## src/hdl/evs_pkg.sv

```systemverilog
/*
 * constants for the exception vectoring and stack-select unit:
 * status register layout, exception kinds, register offsets, bus port widths.
 * assumes a 32-bit address and data path and a byte-addressed memory.
 */
package evs_pkg;

	typedef enum logic [1:0]
	{
		EVS_KIND_INTERNAL = 2'h0,
		EVS_KIND_IRQ      = 2'h1,
		EVS_KIND_COPROC   = 2'h2,
		EVS_KIND_RESET    = 2'h3
	} evs_kind_t;

	// status register fields
	localparam int          SR_TRACE_ANY  = 15;
	localparam int          SR_TRACE_FLOW = 14;
	localparam int          SR_SUPER      = 13;
	localparam int          SR_MASTER     = 12;
	localparam int          SR_IPL_LO     = 8;
	localparam int          SR_IPL_HI     = 10;
	localparam logic [15:0] SR_RESET_VAL  = 16'h2700;
	localparam logic [2:0]  IPL_RESET     = 3'h7;

	// register offsets (byte addresses)
	localparam logic [7:0] REG_STATUS_REG  = 8'h00;
	localparam logic [7:0] REG_VECTOR_BASE = 8'h04;
	localparam logic [7:0] REG_TASK_SP     = 8'h08;
	localparam logic [7:0] REG_IRQ_SP      = 8'h0C;
	localparam logic [7:0] REG_SAVED_SR    = 8'h10;
	localparam logic [7:0] REG_PROG_CNT    = 8'h14;
	localparam logic [7:0] REG_UNIT_STATE  = 8'h18;

	// answer of the addressed port on a bus cycle
	localparam logic [1:0] PORT_32 = 2'h0;
	localparam logic [1:0] PORT_8  = 2'h1;
	localparam logic [1:0] PORT_16 = 2'h2;

	localparam logic [7:0]  RESET_VECTOR  = 8'h00;
	localparam logic [2:0]  FRAME_WORDS   = 3'h4;
	localparam logic [31:0] WORD_BYTES    = 32'h0000_0002;
	localparam logic [2:0]  LONG_BYTES    = 3'h4;
	localparam logic [3:0]  THROWAWAY_FMT = 4'h1;
	localparam logic [31:0] IACK_BASE     = 32'hFFFF_FFF0;

endpackage

```

## src/hdl/evs_top.sv

```systemverilog
/*
 * exception vectoring and stack selection: status update, vector number
 * source, throwaway frame, vector fetch with dynamic bus sizing, restart.
 * assumes a memory port that answers each request with a one-cycle ack and
 * a port width, and a core that raises one exception request at a time.
 */
//
// Overview of operation
// RULE1: with master bit set, task exceptions use the task stack pointer.
// RULE2: an interrupt clears the master bit and uses the interrupt stack pointer.
// RULE3: vector offset is vector number times four, a shift by two.
// RULE4: vector address is offset plus vector table base.
// RULE5: load program counter from the vector, then restart fetch there.
// RULE6: same vector fetch and restart for every exception kind.
// RULE7: save status copy, set supervisor, clear trace bits, update mask if needed.
// RULE8: interrupts get vector by acknowledge read, coprocessor from response, else internal.
// RULE9: interrupt with master set pushes four-word throwaway frame on task stack.
// RULE10: reset clears master bit, stacks nothing, fetches reset vector.
// RULE11: vector read as one long word with normal sizing of port width.
`timescale 1ns/1ps
module evs_top
(
	input  wire logic        sys_clk_i,
	input  wire logic        rst_n_i,
	input  wire logic [7:0]  reg_addr_i,
	input  wire logic [31:0] reg_wdata_i,
	input  wire logic        reg_we_i,
	input  wire logic        reg_re_i,
	output logic      [31:0] reg_rdata_o,
	input  wire logic        exc_req_i,
	input  wire logic [1:0]  exc_kind_i,
	input  wire logic [7:0]  exc_vec_i,
	input  wire logic [7:0]  cop_vec_i,
	input  wire logic [2:0]  exc_level_i,
	output logic             mem_req_o,
	output logic             mem_we_o,
	output logic             mem_iack_o,
	output logic      [31:0] mem_addr_o,
	output logic      [15:0] mem_wdata_o,
	input  wire logic        mem_ack_i,
	input  wire logic [1:0]  mem_port_i,
	input  wire logic [31:0] mem_rdata_i,
	output logic             busy_o,
	output logic             task_stack_o,
	output logic             restart_o,
	output logic      [31:0] fetch_pc_o
);

	typedef enum logic [2:0]
	{
		ST_IDLE,
		ST_IACK,
		ST_FRAME,
		ST_VEC,
		ST_DONE
	} evs_state_t;
	evs_state_t  state_q;
	logic [15:0] sr_q;
	logic [15:0] saved_sr_q;
	logic [31:0] vbr_q;
	logic [31:0] task_sp_q;
	logic [31:0] irq_sp_q;
	logic [31:0] pc_q;
	logic [31:0] acc_q;
	logic [7:0]  vec_q;
	logic [2:0]  got_q;
	logic [2:0]  word_q;
	logic        task_sel_q;
	logic        req_q;
	logic        restart_q;
	logic [31:0] rdata_q;
	logic        busy_q;
	wire         idle      = (state_q == ST_IDLE);
	wire         take_exc  = idle && exc_req_i;
	wire         acked     = req_q && mem_ack_i;
	wire         sw_write  = reg_we_i && idle;
	wire         kind_rst  = (exc_kind_i == evs_pkg::EVS_KIND_RESET);
	wire         kind_irq  = (exc_kind_i == evs_pkg::EVS_KIND_IRQ);
	wire         kind_cop  = (exc_kind_i == evs_pkg::EVS_KIND_COPROC);
	wire         master_on = sr_q[evs_pkg::SR_MASTER];
	wire [7:0]   int_vec   = kind_rst ? evs_pkg::RESET_VECTOR :
	                         (kind_cop ? cop_vec_i : exc_vec_i); // RULE8
	wire [31:0]  vec_off   = {22'h000000, vec_q, 2'h0}; // RULE3
	wire [31:0]  vec_addr  = vbr_q + vec_off + {29'h00000000, got_q}; // RULE4
	wire [31:0]  push_addr = task_sp_q - evs_pkg::WORD_BYTES;
	wire [31:0]  iack_addr = evs_pkg::IACK_BASE | {28'h0000000, sr_q[10:8], 1'b1};
	wire         need_bus  = (state_q == ST_IACK) || (state_q == ST_FRAME) ||
	                         (state_q == ST_VEC);
	wire         req_d     = need_bus && !acked;
	wire [2:0]   port_n    = (mem_port_i == evs_pkg::PORT_32) ? 3'h4 :
	                         ((mem_port_i == evs_pkg::PORT_16) ? 3'h2 : 3'h1);
	wire [31:0]  acc_d     = (mem_port_i == evs_pkg::PORT_32) ? mem_rdata_i :
	                         ((mem_port_i == evs_pkg::PORT_16) ?
	                          {acc_q[15:0], mem_rdata_i[31:16]} :
	                          {acc_q[23:0], mem_rdata_i[31:24]}); // RULE11
	wire [2:0]   got_d     = got_q + port_n;
	wire         long_done = (got_d >= evs_pkg::LONG_BYTES);
	wire [15:0]  fmt_word  = {evs_pkg::THROWAWAY_FMT, 2'h0, vec_q, 2'h0};
	wire [15:0]  push_word = (word_q == 3'h0) ? fmt_word :
	                         (word_q == 3'h1) ? pc_q[15:0] :
	                         (word_q == 3'h2) ? pc_q[31:16] : saved_sr_q; // RULE9
	wire [15:0]  sr_entry  = {2'h0, 1'b1, sr_q[12:11],
	                          (kind_rst ? evs_pkg::IPL_RESET :
	                           (kind_irq ? exc_level_i : sr_q[10:8])),
	                          sr_q[7:0]}; // RULE7
	wire [31:0]  unit_st   = {20'h00000, 1'b0, ~idle, task_sel_q, master_on, vec_q};
	wire [31:0]  rd_mux    =
		(reg_addr_i == evs_pkg::REG_STATUS_REG)  ? {16'h0000, sr_q} :
		(reg_addr_i == evs_pkg::REG_VECTOR_BASE) ? vbr_q :
		(reg_addr_i == evs_pkg::REG_TASK_SP)     ? task_sp_q :
		(reg_addr_i == evs_pkg::REG_IRQ_SP)      ? irq_sp_q :
		(reg_addr_i == evs_pkg::REG_SAVED_SR)    ? {16'h0000, saved_sr_q} :
		(reg_addr_i == evs_pkg::REG_PROG_CNT)    ? pc_q :
		(reg_addr_i == evs_pkg::REG_UNIT_STATE)  ? unit_st : 32'h0000_0000;

	always_ff @(posedge sys_clk_i or negedge rst_n_i)
	begin
		if (!rst_n_i)
		begin
			rdata_q <= 32'h0000_0000;
			busy_q  <= 1'b0;
		end
		else
		begin
			rdata_q <= reg_re_i ? rd_mux : 32'h0000_0000;
			// busy from the cycle after a taken request up to the restart cycle
			busy_q  <= take_exc || need_bus;
		end
	end
	always_ff @(posedge sys_clk_i or negedge rst_n_i)
	begin
		if (!rst_n_i)
		begin
			req_q       <= 1'b0;
			mem_addr_o  <= 32'h0000_0000;
			mem_we_o    <= 1'b0;
			mem_iack_o  <= 1'b0;
			mem_wdata_o <= 16'h0000;
		end
		else
		begin
			req_q       <= req_d;
			mem_we_o    <= req_d && (state_q == ST_FRAME);
			mem_iack_o  <= req_d && (state_q == ST_IACK);
			mem_wdata_o <= push_word;
			mem_addr_o  <= (state_q == ST_IACK) ? iack_addr :
			               ((state_q == ST_FRAME) ? push_addr : vec_addr);
		end
	end

	always_ff @(posedge sys_clk_i or negedge rst_n_i)
	begin
		if (!rst_n_i)
		begin
			state_q    <= ST_IDLE;
			sr_q       <= evs_pkg::SR_RESET_VAL;
			saved_sr_q <= 16'h0000;
			vbr_q      <= 32'h0000_0000;
			task_sp_q  <= 32'h0000_0000;
			irq_sp_q   <= 32'h0000_0000;
			pc_q       <= 32'h0000_0000;
			acc_q      <= 32'h0000_0000;
			vec_q      <= 8'h00;
			got_q      <= 3'h0;
			word_q     <= 3'h0;
			task_sel_q <= 1'b0;
			restart_q  <= 1'b0;
		end
		else
		begin
			restart_q <= 1'b0;
			case (state_q)
				ST_IDLE:
				begin
					if (sw_write && reg_addr_i == evs_pkg::REG_STATUS_REG)
						sr_q <= reg_wdata_i[15:0];
					if (sw_write && reg_addr_i == evs_pkg::REG_VECTOR_BASE)
						vbr_q <= reg_wdata_i;
					if (sw_write && reg_addr_i == evs_pkg::REG_TASK_SP)
						task_sp_q <= reg_wdata_i;
					if (sw_write && reg_addr_i == evs_pkg::REG_IRQ_SP)
						irq_sp_q <= reg_wdata_i;
					if (sw_write && reg_addr_i == evs_pkg::REG_PROG_CNT)
						pc_q <= reg_wdata_i;
					if (take_exc)
					begin
						saved_sr_q <= sr_q; // RULE7
						sr_q       <= sr_entry; // RULE7
						got_q      <= 3'h0;
						word_q     <= 3'h0;
						acc_q      <= 32'h0000_0000;
						vec_q      <= int_vec; // RULE8
						if (kind_rst)
						begin
							sr_q[evs_pkg::SR_MASTER] <= 1'b0; // RULE10
							task_sel_q <= 1'b0;
							state_q    <= ST_VEC; // RULE10
						end
						else if (kind_irq)
						begin
							task_sel_q <= 1'b0;
							state_q    <= ST_IACK; // RULE8
						end
						else
						begin
							task_sel_q <= master_on; // RULE1
							state_q    <= ST_VEC;
						end
					end
				end
				ST_IACK:
				begin
					if (acked)
					begin
						vec_q <= mem_rdata_i[7:0]; // RULE8
						sr_q[evs_pkg::SR_MASTER] <= 1'b0; // RULE2
						state_q <= master_on ? ST_FRAME : ST_VEC; // RULE9
					end
				end
				ST_FRAME:
				begin
					if (acked)
					begin
						task_sp_q <= push_addr; // RULE9
						word_q    <= word_q + 3'h1;
						if (word_q == evs_pkg::FRAME_WORDS - 3'h1)
							state_q <= ST_VEC;
					end
				end
				ST_VEC:
				begin
					if (acked)
					begin
						acc_q <= acc_d; // RULE11
						got_q <= got_d;
						if (long_done)
						begin
							pc_q    <= acc_d; // RULE5
							state_q <= ST_DONE;
						end
					end
				end
				ST_DONE:
				begin
					restart_q <= 1'b1; // RULE6
					state_q   <= ST_IDLE;
				end
				default:
				begin
					state_q <= ST_IDLE;
				end
			endcase
		end
	end

	assign reg_rdata_o  = rdata_q;
	assign mem_req_o    = req_q;
	assign busy_o       = busy_q;
	assign task_stack_o = task_sel_q;
	assign restart_o    = restart_q;
	assign fetch_pc_o   = pc_q;
endmodule

```

## config.mk

```make
export PLATFORM = sky130hd
export DESIGN_NAME = evs_top
export DESIGN_NICKNAME = d
export VERILOG_FILES = /design/src/hdl/evs_pkg.sv /design/src/hdl/evs_top.sv
export SDC_FILE = /design/constraint.sdc
export NUM_CORES = 1
export LEC_CHECK = 0
export BUFFER_PORTS_ARGS = -buffer_cell sky130_fd_sc_hd__buf_2
export CORE_ASPECT_RATIO = 1.25
export CORE_MARGIN = 1
export CORE_UTILIZATION = 40
export DETAILED_ROUTE_END_ITERATION = 6
export GPL_TIMING_DRIVEN = 0
export RECOVER_POWER = 25
export REMOVE_ABC_BUFFERS = 1
export SLEW_MARGIN = 30
export SYNTH_ARGS = -nofsm -noshare
export SYNTH_HDL_FRONTEND = slang
export SYNTH_SLANG_ARGS = --single-unit
```

## constraint.sdc

```tcl
create_clock -name sys_clk_i -period 5.94 [get_ports sys_clk_i]
set_input_delay 1.485 -clock sys_clk_i [delete_from_list [all_inputs] [get_ports sys_clk_i]]
set_output_delay 1.485 -clock sys_clk_i [all_outputs]
set_load 0.03 [all_outputs]
```

* After elaboration in Yosys (flattened, before gate mapping) *
Cells that the tools add are included.

operators by class
  add/subtract/negate cells = 5
  $lt $le $gt $ge = 1
  eq/ne operators = 28
  multiplexer cells = 57
  bitwise operators = 2
  reduce and logical (&&, ||, !) cells = 36

operators with widths
  kind                   number
  $mux 32                16
  $pmux 32 s2            2
  $mux 16                5
  $mux 24                2
  $pmux 24 s2            1
  $mux 3                 12
  $add 32x10->32         1
  $add 32x3->32          1
  $mux 8                 4
  $sub 32x2->32 const B  1
  $eq 8x5->1 const B     3
  $reduce_and 3->1       6
  $eq 8x4->1 const B     2
  $pmux 8 s2             1
  $eq 3x2->1 const B     4
  $pmux 3 s2             2
  $pmux 3 s4             1
  $logic_and 1x1->1      11
  $mux 11                1
  $eq 8x3->1 const B     1
  $logic_not 8->1        1
  $ne 2x1->1 const B     4
  $ne 2x2->1 const B     4
  $reduce_and 2->1       4
  other kinds (20)       39

word-level totals
  register bits after elaboration = 287
  input port bits = 101
  output and inout port bits = 118
  word-level logic and storage cells = 152

* Longest topological paths before layout *
  word-level depth = 10
  depth in mapped cells = 11
  mapped depth without buffers = 10

* Worst setup path after synthesis *
No wires, ideal clock.

  kind = input-to-reg
  start = input mem_port_i[1]
  end = register pc_q[10], in the netlist fetch_pc_o[10]
  library setup time = 0.118 ns
  arrival = 3.685 ns
  data required time = 5.822 ns
  slack = 2.137 ns
  cell stages on the path = 11
  buffers on the path = 3
  path through = clkbuf_1 -> clkbuf_1 -> nor2b_1 -> fa_1 -> xor2_1 -> xnor2_1 -> nand2_1 -> nand2_1 -> clkbuf_1 -> a21oi_1 -> a21o_1

between the ends
  longest elaborated chain between the ends = 7
  elaborated cells between the ends (all ways) = 13
  classes of those cells = add/sub: 1; order compare: 1; eq/ne: 2; mux: 7; reduce/logical: 2

ends and longest elaborated chain
  item                        RTL line                      text
  start, declared             evs_top.sv:41                 input wire logic [1:0] mem_port_i,
  $eq 2x2->1                  evs_top.sv:91, evs_top.sv:93
  $mux 2                      evs_top.sv:91                 ((mem_port_i == evs_pkg::PORT_16) ? 3'h2 : 3'h1);
  $mux 3                      evs_top.sv:90                 wire [2:0] port_n = (mem_port_i == evs_pkg::PORT_32) ? 3'h4 :
  $add 3x3->3                 evs_top.sv:96                 wire [2:0] got_d = got_q + port_n;
  $ge 3x3->1                  evs_top.sv:97                 wire long_done = (got_d >= evs_pkg::LONG_BYTES);
  $ne 2x2->1 (no line)        n/a
  $reduce_and 4->1 (no line)  n/a
  end signal, assigned        evs_top.sv:184                pc_q <= reg_wdata_i;
  end, declared               evs_top.sv:63                 logic [31:0] pc_q;

Parallel ways exist; a longest one is shown, timed or not. The select of a mux whose other input is x is not followed.
A chain may end at the register's enable or synchronous reset.

* Worst setup path after layout *
  start = input reg_addr_i[3]
  end = register task_sp_q[14]

between the ends
  longest elaborated chain between the ends = 4

ends and longest elaborated chain
  item                        RTL line        text
  start, declared             evs_top.sv:25   input wire logic [7:0] reg_addr_i,
  $eq 8x4->1                  evs_top.sv:179  if (sw_write && reg_addr_i == evs_pkg::REG_TASK_SP)
  $logic_and 1x1->1           evs_top.sv:179
  $ne 2x1->1 (no line)        n/a
  $reduce_and 3->1 (no line)  n/a
  end signal, assigned        evs_top.sv:180  task_sp_q <= reg_wdata_i;
  end signal, assigned        evs_top.sv:224  task_sp_q <= push_addr;
  end, declared               evs_top.sv:61   logic [31:0] task_sp_q;

No other way between the ends.

==> reports/qor.txt <==
Total area of multi-input combinational cells: 7700 µm²
Top-Level Pins: 219
Via Count: 13.5k
Synthesized instance count: 1613
Non-filler instance count after layout: 2295
Data required, critical path: 6.40 ns
Ys Warns: 0
Worst R2R Start: state_q[0]
Synthesized-area fraction occupied by and/or/nand/nor cells: 0.131
Initial antenna violation count: 1
Setup repair after global routing missed its margin: no
Power per standard cell area: 475 nW/µm²
Worst hold path class: reg2reg
Number of instances in the placed design: 2236
Remaining routing DRC violations: 0
Leading cell type by number of instances after synthesis: dfrtp_1
Primary flip-flop cell chosen by synthesis mapping: dfrtp_1
Starting utilization of the core area: 0.409
Post-CTS clock slew at the launch and capture registers of the worst setup and hold paths: 0.06 ns
Area share of fa/ha/maj cells after synthesis: 0.0251
Status: finished, violations left
Final weighted congestion of routability-driven global placement: 0.894
DRT antenna net count: 0
Hold buffers post-CTS: 0
Crit path capture: task_sp_q[14]
Depth of the CTS H-tree: 1
Die ar.: 39100 µm²
Post-synth top area cell: dfrtp_1
Placement Cell Area: 17100 µm²
Violated checks: max-capacitance violations, max-slew violations
Fraction of the cycle the final worst path needs: 0.746
Post-synth cell types: 65
CP Launch Type: input pin
Setup Buffers After CTS: 0
Leading cell types by total area after synthesis: dfrtp_1, mux2_2, a21oi_1, nand2_1, o21ai_0
Static leakage: 8.71 nW
Sink Count: 287
Number of pins with negative max-slew slack in the final report: 115
Clock latency of the later-clocked register in the worst-skew pair: 0.59 ns
Count of endpoints failing hold in the final timing report: 0
Mapped cell area: 15300 µm²
Count of flip-flops with a built-in enable after synthesis: 0
WL/cell: 23.2 µm
Compound-gate portion of the synthesized area: 0.200
Fraction of registers with async set or reset after synthesis: 1.00
Root Buffer: clkbuf_16
GRT Residual Overflow: 0
Worst slew margin relative to its limit: -1.30
Number of max-cap violations: 2
Total routing resource utilization after global routing: 0.274
Die boundary height: 221 µm
CTS-repair resized insts: 0
Max frequency: 0.226 GHz
Peak fanout along the critical path: 33
Setup-violating endpoint count in the final report: 0
CTS tree: built
Transition time at the pin with the least slew margin: 3.45 ns
Cells on worst reg2reg path: 6
Floorplan Core Area: 37500 µm²
Fill count: 3575
Arrival time at the worst endpoint: 4.89 ns
Setup CP Type: in2reg
Mean post-synth cell area: 9.51 µm²
Total Nets Final: 1913
Pre-antenna DRT Iters: 5
Number of global-route vias before repair: 13.1k
Count of port buffers added during placement: 218
Top post-synthesis cells by count: dfrtp_1, nand2_1, a21oi_1, o21ai_0, nor2_1
Number of standard-cell rows in the floorplan: 79
Category of the worst setup path capture point: register
Horizontal die dimension: 177 µm
Global-route wire length before repair: 80.9 mm
Worst setup startpoint: reg_addr_i[3]
Post-Layout Inst Area: 18200 µm²
Number of DRC markers in iteration 0: 1071
HPWL after detailed placement: 39.1 mm
Register-to-Register Setup Slack: 1.87 ns
Post-synthesis share of cell area spent on xor and xnor gates: 0.0303
Worst Skew: 0.0201 ns
Synth Register Bits: 287
Share of cell area taken by muxes after synthesis: 0.110
Minimum clock period: 4.43 ns
Layout-stage area growth over the synthesis result: 18.8%
Max clock buf depth: 3
Endpoint of the most critical register-to-register path: task_sp_q[12]
Via density per instance: 5.87
Total wirelength of the detailed-routed design: 53.3 mm
Main combinational cell family by area after synthesis: compound AO/OA/AOI/OAI gates
Worst IR Drop VDD: 0.338 mV
Clock buffer count from CTS: 31
Sequential share of the synthesized area: 0.469
Pin count of the biggest net entering global routing: 87
Proportion of layout cells with a drive suffix above 1: 0.238
Fraction of synthesized cell area taken by the top area cell type: 0.462
Area occupied by registers: 7190 µm²
## power by group
group / internal, mW / switching, mW
Clock: 1.30 / 0.846
Sequential: 2.48 / 0.653
Combinational: 1.13 / 2.25
Total: 4.91 / 3.75
## area by class of cell
type                       instances  share of cell area
antenna                            1            0.000137
clock buffer                      36              0.0453
clock inverter                    22              0.0168
inverter                          35             0.00721
multi-input combinational       1185               0.423
sequential                       287               0.395
tap                              486              0.0334
timing repair buffer             243              0.0800
## cell usage in the layout, fill, tap and decap left out, drive strengths merged, types with 6 or more instances in the layout
cell type / synthesis / routed
nand2: 199 / 199
ha: 26 / 26
nand3: 22 / 22
nor2b: 7 / 7
nor2: 133 / 133
inv: 32 / 33
o221ai: 7 / 7
a221o: 11 / 11
o21ai: 148 / 148
and2: 6 / 6
nor4: 13 / 13
and3: 6 / 6
a22oi: 54 / 54
nor3: 18 / 18
a211oi: 19 / 19
o22ai: 14 / 14
clkbuf: 85 / 38
bufinv: 0 / 7
buf: 21 / 241
a21oi: 155 / 155
mux2: 95 / 95
or3: 11 / 11
clkinv: 3 / 13
o211ai: 23 / 23
xnor2: 27 / 27
dfrtp: 283 / 283
xor2: 26 / 26
a21o: 31 / 31
mux2i: 61 / 61
a31oi: 11 / 11
## per-stage QoR
step                hold WS [ns]  power (mW)   util  setup TNS, ns  setup WS, ns
finish                     0.476        8.66  0.486              0          1.51
global route               0.502        9.12  0.486              0          1.30
CTS                        0.475        8.65  0.486              0          1.66
detailed placement         0.465        6.49  0.456              0          1.05
global placement           0.456        6.24  0.444        -826.77         -5.02
floorplan                  0.445        5.03      -         -17.55        -0.856
## cells by family (layout without fill, tap and decap cells)
kind of cell | Yosys count | after routing
adders and majority gates | 29 | 29
buffers and inverters | 141 | 336
AOI/OAI and AO/OA | 504 | 504
muxes | 156 | 156
other | 0 | 1
xor gates and xnor gates | 53 | 53
DFF | 287 | 287
and+or+nand+nor | 443 | 443
## flip-flops by register name, indices dropped and copies added (netlist names)
| register | cells |
|---|---|
| reg_rdata_o | 32 |
| busy_o | 1 |
| word_q | 3 |
| vbr_q | 32 |
| state_q | 3 |
| mem_addr_o | 32 |
| irq_sp_q | 32 |
| mem_wdata_o | 16 |
| mem_req_o | 1 |
| task_sp_q | 32 |
| saved_sr_q | 16 |
| task_stack_o | 1 |
| vec_q | 8 |
| got_q | 3 |
| mem_iack_o | 1 |
| sr_q | 16 |
| fetch_pc_o | 32 |
| acc_q | 24 |
| restart_o | 1 |
| mem_we_o | 1 |
## per-layer routing
| layer | vias up | track usage | share of wire | routed length [µm] |
|---|---|---|---|---|
| met3 | 131 | 0.0321 | 0.067 | 3550 |
| met4 | 0 | 0.123 | 0.046 | 2470 |
| met5 | - | 0 | 0 | 0 |
| met2 | 595 | 0.456 | 0.48 | 25700 |
| met1 | 6628 | 0.356 | 0.40 | 21600 |
| li1 | 6127 | - | - | - |
## critical path, stage by stage
cell      delay, ns
buf_2          0.64
nand2b_1       0.59
nor4_4         0.49
buf_6          0.21
nand2_1        0.29
nand2_2        0.63
o21ai_0        0.18
a22o_1         0.30
## how the worst min path moves through the flow
| stage | cells past startpoint | slack [ns] | startpoint | endpoint |
|---|---|---|---|---|
| 6_report | 2 | 0.48 | sr_q[13] | sr_q[13] |
| 5_1_grt | 2 | 0.50 | sr_q[13] | sr_q[13] |
| 3_3_place_gp | 2 | 0.46 | sr_q[13] | sr_q[13] |
| 2_1_floorplan | 2 | 0.44 | sr_q[13] | sr_q[13] |
| 4_1_cts | 2 | 0.47 | sr_q[13] | sr_q[13] |
| 3_5_place_dp | 2 | 0.46 | sr_q[13] | sr_q[13] |
Note: power is estimated with default switching activity, not from simulation.
